<file path="config.mk">
export PLATFORM = sky130hd
export DESIGN_NAME = rcs_top
export DESIGN_NICKNAME = d
export VERILOG_FILES = /design/src/core/rcs_pkg.sv /design/src/core/rcs_gen_if.sv /design/src/core/rcs_top.sv /design/src/core/rcs_clk_gen.sv
export SDC_FILE = /design/constraint.sdc
export NUM_CORES = 1
export LEC_CHECK = 0
export ABC_CLOCK_PERIOD_IN_PS = 4900
export BUFFER_PORTS_ARGS = -buffer_cell sky130_fd_sc_hd__buf_2
export CORE_AREA = 2 2 92 94
export DETAILED_ROUTE_END_ITERATION = 10
export DIE_AREA = 0 0 94 96
export GPL_TIMING_DRIVEN = 0
export PLACE_DENSITY = 0.82
export SYNTH_ARGS = -nofsm -noshare
export SYNTH_HDL_FRONTEND = slang
export SYNTH_SLANG_ARGS = --single-unit
export TNS_END_PERCENT = 20
</file>
<file path="constraint.sdc">
create_clock -name pclk -period 4.9 [get_ports pclk]
set_input_delay 0.735 -clock pclk [delete_from_list [all_inputs] [get_ports pclk]]
set_output_delay 0.735 -clock pclk [all_outputs]
set_load 0.1 [all_outputs]
</file>
<file path="src/core/rcs_pkg.sv">
// constants for the first recovered clock output selector
// assumes a 125 MHz APB clock, 32-bit data and one word per register
package rcs_pkg;

    localparam int ADDR_W = 12;
    localparam int REG_W = 16;

    // register indices; byte address is four times the index
    localparam logic [7:0] CTRL_INDEX = 8'h17;
    localparam logic [7:0] STAT_INDEX = 8'h20;
    localparam logic [11:0] CTRL_ADDR = {2'h0, CTRL_INDEX, 2'h0};
    localparam logic [11:0] STAT_ADDR = {2'h0, STAT_INDEX, 2'h0};

    // control field positions
    localparam int EN_BIT = 15;
    localparam int SRC_LSB = 11;
    localparam int FREQ_LSB = 8;
    localparam int LVL_LSB = 4;
    localparam int TYPE_LSB = 0;
    localparam logic [15:0] CTRL_RST = 16'h0000;
    localparam logic [15:0] CTRL_WMASK = 16'hFF37;

    // status field positions
    localparam int ST_RUN = 0;
    localparam int ST_PIN = 1;
    localparam int ST_RSVD = 2;
    localparam int ST_PASS = 3;
    localparam int ST_UP = 4;

    localparam logic [3:0] SRC_MAX = 4'h3;
    localparam logic [2:0] FREQ_25 = 3'h0;
    localparam logic [2:0] FREQ_125 = 3'h1;
    localparam logic [2:0] FREQ_31 = 3'h2;
    localparam logic [2:0] TYPE_SERDES = 3'h0;
    localparam logic [2:0] TYPE_CU_RX = 3'h1;
    localparam logic [2:0] TYPE_CU_TX = 3'h2;
    localparam logic [1:0] SQ_AUTO = 2'h0;
    localparam logic [1:0] SQ_LPI = 2'h1;
    localparam logic [1:0] SQ_LINK = 2'h2;
    localparam logic [1:0] SQ_OFF = 2'h3;

    // output rates in kHz and the pclk divide ratios derived from them
    localparam int PCLK_KHZ = 125000;
    localparam int F25_KHZ = 25000;
    localparam int F125_KHZ = 125000;
    localparam int F31_KHZ = 31250;
    localparam logic [2:0] DIV_25 = 3'(PCLK_KHZ / F25_KHZ);
    localparam logic [2:0] DIV_125 = 3'(PCLK_KHZ / F125_KHZ);
    localparam logic [2:0] DIV_31 = 3'(PCLK_KHZ / F31_KHZ);

    function automatic logic [2:0] div_of(input logic [2:0] f);
        case (f)
            FREQ_125: div_of = DIV_125;
            FREQ_31: div_of = DIV_31;
            default: div_of = DIV_25;
        endcase
    endfunction

endpackage

</file>
<file path="src/core/rcs_gen_if.sv">
// carrier between the selector core and its output divider
// assumes both ends run on the same pclk
`timescale 1ns/1ns
interface rcs_gen_if;
    logic run;
    logic [2:0] freq;
    logic wave;
    logic gate;
    modport ctl (output run, output freq, input wave, input gate);
    modport gen (input run, input freq, output wave, output gate);
endinterface

</file>
<file path="src/core/rcs_top.sv">
// first recovered clock output selector with APB control register
// assumes per-port link status from other clock domains; all synced here
//
// Contract
// - bit 15 enables output; off at reset
// - source field picks port 0..3
// - frequency codes: 25, 125, 31.25 MHz
// - level 00 squelches down, unsupported, EEE
// - level 01 also passes master, 10BASE-T
// - level 01 passes clock during LPI
// - level 10 squelches only when down
// - level 11 never squelches
// - squelch pin forces output low
// - type field picks serdes, rx, tx clock
`timescale 1ns/1ns
module rcs_top
    import rcs_pkg::*;
#(
    parameter int NPORTS = 4
)
(
    input wire logic pclk,
    input wire logic presetn,
    input wire logic psel,
    input wire logic penable,
    input wire logic pwrite,
    input wire logic [ADDR_W-1:0] paddr,
    input wire logic [31:0] pwdata,
    output logic pready,
    output logic [31:0] prdata,
    output logic pslverr,
    input wire logic clock_squelch_in,
    input wire logic [NPORTS-1:0] serdes_link_up,
    input wire logic [NPORTS-1:0] copper_link_up,
    input wire logic [NPORTS-1:0] link_stable,
    input wire logic [NPORTS-1:0] speed_1000,
    input wire logic [NPORTS-1:0] speed_10,
    input wire logic [NPORTS-1:0] phy_master,
    input wire logic [NPORTS-1:0] eee_mode,
    input wire logic [NPORTS-1:0] lpi_receive,
    output logic recovered_clock_out_first,
    output logic recovered_clock_gate
);

    localparam int SW = 8 * NPORTS;

    logic [REG_W-1:0] ctrl;
    logic [SW-1:0] st_meta;
    logic [SW-1:0] st_sync;
    logic pin_meta;
    logic pin_sync;
    logic run;
    logic next_run;

    logic [NPORTS-1:0] serdes_s;
    logic [NPORTS-1:0] copper_s;
    logic [NPORTS-1:0] stable_s;
    logic [NPORTS-1:0] g1000_s;
    logic [NPORTS-1:0] t10_s;
    logic [NPORTS-1:0] master_s;
    logic [NPORTS-1:0] eee_s;
    logic [NPORTS-1:0] lpi_s;

    logic en;
    logic [3:0] src;
    logic [2:0] freq;
    logic [1:0] lvl;
    logic [2:0] typ;
    logic [1:0] sel;

    logic rsvd;
    logic up;
    logic ok;
    logic unsup;
    logic eee_sq;
    logic pass;
    logic can;

    logic setup;
    logic wr;
    logic [31:0] rd_val;
    logic mapped;

    rcs_gen_if gi();

    // field views of the control register
    assign en = ctrl[EN_BIT];
    assign src = ctrl[SRC_LSB +: 4];
    assign freq = ctrl[FREQ_LSB +: 3];
    assign lvl = ctrl[LVL_LSB +: 2];
    assign typ = ctrl[TYPE_LSB +: 3];
    assign sel = src[1:0];

    // status arrives from the port clock domains; each bit is a level
    // and bits may land one cycle apart, which only shifts the decision
    always_ff @(posedge pclk or negedge presetn) begin
        if (!presetn) begin
            st_meta <= '0;
            st_sync <= '0;
        end else begin
            st_meta <= {serdes_link_up, copper_link_up, link_stable, speed_1000,
                        speed_10, phy_master, eee_mode, lpi_receive};
            st_sync <= st_meta;
        end
    end

    always_ff @(posedge pclk or negedge presetn) begin
        if (!presetn) begin
            pin_meta <= 1'b0;
            pin_sync <= 1'b0;
        end else begin
            pin_meta <= clock_squelch_in;
            pin_sync <= pin_meta;
        end
    end

    assign {serdes_s, copper_s, stable_s, g1000_s,
            t10_s, master_s, eee_s, lpi_s} = st_sync;

    // reserved encodings hold run low, so the divider never starts
    assign rsvd = src > SRC_MAX
        || freq > FREQ_31
        || typ > TYPE_CU_TX;

    // tx clock follows the copper link just like the rx clock
    always_comb begin
        if (typ == TYPE_SERDES) begin
            up = serdes_s[sel];
        end else begin
            up = copper_s[sel];
        end
    end

    assign ok = up && stable_s[sel];
    assign unsup = (g1000_s[sel] && master_s[sel]) || t10_s[sel];
    assign eee_sq = eee_s[sel]
        && ((!g1000_s[sel] && !t10_s[sel])
            || (g1000_s[sel] && !master_s[sel]));

    always_comb begin
        case (lvl)
            SQ_AUTO: begin
                pass = ok && !unsup && !eee_sq;
            end
            SQ_LPI: begin
                pass = ok && (!eee_sq || lpi_s[sel]);
            end
            SQ_LINK: begin
                pass = up;
            end
            default: begin
                pass = 1'b1;
            end
        endcase
    end

    assign can = en && !rsvd && !pin_sync;
    assign next_run = can && pass;

    always_ff @(posedge pclk or negedge presetn) begin
        if (!presetn) begin
            run <= 1'b0;
        end else begin
            run <= next_run;
        end
    end

    assign gi.run = run;
    assign gi.freq = freq;

    rcs_clk_gen u_gen (
        .pclk(pclk),
        .presetn(presetn),
        .g(gi.gen)
    );

    assign recovered_clock_out_first = gi.wave;
    assign recovered_clock_gate = gi.gate;

    // apb: zero-wait, answer in the first access cycle
    assign setup = psel && !penable;
    assign wr = psel && penable && pready && pwrite;
    assign mapped = paddr == CTRL_ADDR || paddr == STAT_ADDR;

    always_comb begin
        rd_val = 32'h0000_0000;
        if (paddr == CTRL_ADDR) begin
            rd_val[REG_W-1:0] = ctrl & CTRL_WMASK;
        end else if (paddr == STAT_ADDR) begin
            rd_val[ST_RUN] = run;
            rd_val[ST_PIN] = pin_sync;
            rd_val[ST_RSVD] = rsvd;
            rd_val[ST_PASS] = pass;
            rd_val[ST_UP] = up;
        end
    end

    always_ff @(posedge pclk or negedge presetn) begin
        if (!presetn) begin
            pready <= 1'b0;
        end else begin
            pready <= setup;
        end
    end

    always_ff @(posedge pclk or negedge presetn) begin
        if (!presetn) begin
            prdata <= 32'h0000_0000;
            pslverr <= 1'b0;
        end else if (setup) begin
            prdata <= pwrite ? 32'h0000_0000 : rd_val;
            pslverr <= !mapped;
        end
    end

    // reserved bits are dropped on write so they always read zero
    always_ff @(posedge pclk or negedge presetn) begin
        if (!presetn) begin
            ctrl <= CTRL_RST;
        end else if (wr && paddr == CTRL_ADDR) begin
            ctrl <= pwdata[REG_W-1:0] & CTRL_WMASK;
        end
    end
endmodule

</file>
<file path="src/core/rcs_clk_gen.sv">
// output divider: makes the recovered clock wave from pclk
// assumes run and freq come from flops on the same pclk
`timescale 1ns/1ns
module rcs_clk_gen
    import rcs_pkg::*;
(
    input wire logic pclk,
    input wire logic presetn,
    rcs_gen_if.gen g
);

    logic [2:0] cnt;
    logic [2:0] div;

    assign div = div_of(g.freq);

    always_ff @(posedge pclk or negedge presetn) begin
        if (!presetn) begin
            cnt <= 3'h0;
        end else if (!g.run || cnt >= div - 3'h1) begin
            cnt <= 3'h0;
        end else begin
            cnt <= cnt + 3'h1;
        end
    end

    // 25 MHz is an odd divide: 2 of 5 cycles high
    always_ff @(posedge pclk or negedge presetn) begin
        if (!presetn) begin
            g.wave <= 1'b0;
        end else begin
            g.wave <= g.run && g.freq != FREQ_125 && cnt < (div >> 1);
        end
    end

    // a flop cannot toggle at pclk rate, so 125 MHz leaves as a pad gate on pclk
    always_ff @(posedge pclk or negedge presetn) begin
        if (!presetn) begin
            g.gate <= 1'b0;
        end else begin
            g.gate <= g.run && g.freq == FREQ_125;
        end
    end
endmodule

</file>
==> results.sh <==
export IMPL_dieArea_sq_mm=0.009024
export IMPL_peakVddDrop_v=0.0002903
export IMPL_ios=118
export IMPL_endpoint_kind="flip-flop"
export IMPL_hold_class="in -> async"
export IMPL_drv_slew=0
export IMPL_ys_async_sr_fraction_pct=100.0
export IMPL_p_clk_share_pct=32.2
export IMPL_crit_required_ns=5.15
export IMPL_die_width_microns=94
export IMPL_cts_made_buffers=9
export IMPL_design_area_sq_mm=0.004368
export IMPL_setup_viol_count_final=0
export IMPL_clkLatencyLatePin_ns=0.36
export IMPL_grt_pass1_vias=2005
export IMPL_maxCapViolCount=0
export IMPL_tritoncts="built"
export IMPL_cts_max_path_buffers=2
export IMPL_avgSynthCellArea_sq_um=16.12
export IMPL_multiInputGateArea_sq_um=890.9
export IMPL_syn2layout_area_growth_pct=22.62
export IMPL_final_nets=418
export IMPL_critPathMaxFanout=10
export IMPL_final_common_cell="dfrtp_1"
export IMPL_overflow=0
export IMPL_syn_inst=221
export IMPL_synth_enable_flop_cells=0
export IMPL_status="finished clean"
export IMPL_grt_setup_unrepaired="no"
export IMPL_worst_setup_path_type="in -> reg"
export IMPL_drive_above_1_share_pct=41.02
export IMPL_num_antenna_cells=0
export IMPL_viasPerCell=4.699
export IMPL_drtIter0Drc=77
export IMPL_setup_ws_ns=2.589
export IMPL_clk_pin_slew_worst_paths_ns=0.10
export IMPL_synth_distinct_cells=41
export IMPL_rows=33
export IMPL_via_count=2063
export IMPL_setup_worst_path_start_class="input port"
export IMPL_synth_warnings=0
export IMPL_port_buffers=80
export IMPL_drt_pass1_iterations=4
export IMPL_cts_resized=0
export IMPL_p_per_area_mw_per_mm2=340.9
export IMPL_final_cell_mix="dfrtp_1 (101), buf_2 (80), buf_4 (19)"
export IMPL_fin_crit_sh_pct=47.16
export IMPL_switchingPower_w=0.0003958
export IMPL_ant_nets=0
export IMPL_max_slew_margin_pct=50.68
export IMPL_route_detailed_drc=0
export IMPL_clock_skew_ns=0.008268
export IMPL_h_tree_depth=3
export IMPL_worst_slew_pin_slew_ns=0.7330
export IMPL_comb_power_share_pct=9.4
export IMPL_gp_congestion=0.7926
export IMPL_hpwlAfterDp_mm=4.349
export IMPL_post_drt_wl_per_cell_microns=13.32
export IMPL_swShare_pct=26.58
export IMPL_antenna_found_initial=0
export IMPL_cts_root_buf="clkbuf_8"
export IMPL_start_util_pct=44.24
export IMPL_track_usage_pct=14.25
export IMPL_ys_flop_type="dfrtp_1"
export IMPL_power_leakage_nw=2.241
export IMPL_seqCellArea_sq_mm=0.002527
export IMPL_dp_slack_ns=2.173
export IMPL_arrival_ns=2.56
export IMPL_finalSetupTns_ns=0
export IMPL_ctsHoldBuffers=0
export IMPL_core_sq_mm=0.008051
export IMPL_hold_viol=0
export IMPL_netlist_area_sq_mm=0.003562
export IMPL_grt_max_degree=63
export IMPL_ys_seq_area_share_pct=70.95
export IMPL_p_int_w=0.001093
export IMPL_cts_setup_buffers=0
export IMPL_max_freq_ghz=0.4327
export IMPL_grt_first_pass_wirelength_mm=9.453
export IMPL_finalCriticalPeriod_ns=2.311
export IMPL_placed_cell_area_sq_mm=0.004188
export IMPL_die_h_microns=96
export IMPL_clkSinkCount=101
export IMPL_seqPwrFrac_pct=58.3
export IMPL_wirelength_mm=5.846
export IMPL_fill_cells=698
export IMPL_ys_ff_latch=101
==> per-stage QoR <==
step                util [%]  total power, W  hold WS [ns]  instances
finish                 54.25        0.001489        0.3362        439
global route           54.25        0.001565        0.3512        439
CTS                    54.25        0.001512        0.3397        439
detailed placement     52.01        0.001028        0.3347        424
global placement       51.64        0.001021        0.3338        423
floorplan                  -       0.0009765        0.3312        238
==> power by group through the flow <==
stage          combinational, W  clock, W  sequential, W
2_1_floorplan         0.0000835         0       0.000893
3_3_place_gp           0.000137         0       0.000884
3_5_place_dp           0.000142         0       0.000886
4_1_cts                0.000142  0.000501       0.000869
5_1_grt                0.000151  0.000542       0.000872
6_report               0.000141  0.000480       0.000868
==> routing by layer <==
metal	GRT usage, %	vias to the layer above	wire (microns)	share of wire [%]
met3	5.247	4	495	8.5
met4	5.314	0	52	0.89
met5	0	-	0	0
met2	24.58	92	3022	52
met1	16.33	992	2276	39
li1	-	975	-	-
==> cells in the mapped netlist (2+ instances only) <==
cell type / count / share of area, %
nor3_1: 5 / 0.70
mux2_2: 14 / 4.4
nand4_1: 2 / 0.35
inv_1: 11 / 1.2
nor2_1: 4 / 0.42
buf_4: 18 / 3.8
nand2_1: 3 / 0.32
nand2b_1: 3 / 0.53
clkbuf_1: 4 / 0.42
mux4_1: 5 / 3.7
mux4_2: 3 / 1.9
nor4_1: 4 / 0.70
a222oi_1: 3 / 0.84
ha_1: 6 / 2.1
o21ai_0: 2 / 0.28
dfrtp_1: 101 / 71
a22o_1: 9 / 2.2
==> critical path, stage by stage <==
cell and delay (ns):
buf_2 0.09, nor4_1 0.25, nand2_1 0.18, nor3_1 0.53
buf_2 0.39, mux2_2 0.38
==> cells by family after synthesis <==
group                    synth area share, %
XOR/XNOR                              0.2459
other                                 0.1053
AND/OR/NAND/NOR                        5.375
AO/OA/AOI/OAI                          5.375
multiplexers                           10.01
buffers and inverters                  5.830
flip-flops                             70.95
adder cells (fa/ha/maj)                2.107
==> flip-flops by register name, summed over array words and instances (netlist names) <==
name          cells
gi.run            1
u_gen.g.wave      1
st_meta          32
pin_meta          1
u_gen.g.gate      1
pin_sync          1
prdata           14
u_gen.cnt         3
pready            1
ctrl             13
st_sync          32
pslverr           1
==> worst paths after layout <==
path	startpoint	endpoint	slack [ns]	depth (start not counted)
worst min register to register	st_meta[20]	st_sync[20]	0.35	0
worst min-delay path	presetn	st_meta[2]	0.34	1
max in group asynchronous	presetn	ctrl[10]	3.92	2
worst max-delay path	paddr[11]	ctrl[12]	2.59	6
min in group pclk	st_meta[20]	st_sync[20]	0.35	0
worst max register to register	ctrl[12]	prdata[3]	2.72	6
==> final cells by class <==
class / instances / share of cell area (%)
tap: 105 / 3.008
sequential: 101 / 57.86
multi-input combinational: 102 / 20.40
clock buffer: 9 / 2.836
inverter: 11 / 0.9453
timing repair buffer: 81 / 9.854
buffer: 24 / 3.810
clock inverter: 6 / 1.289
(Power assumes the default switching activity.)
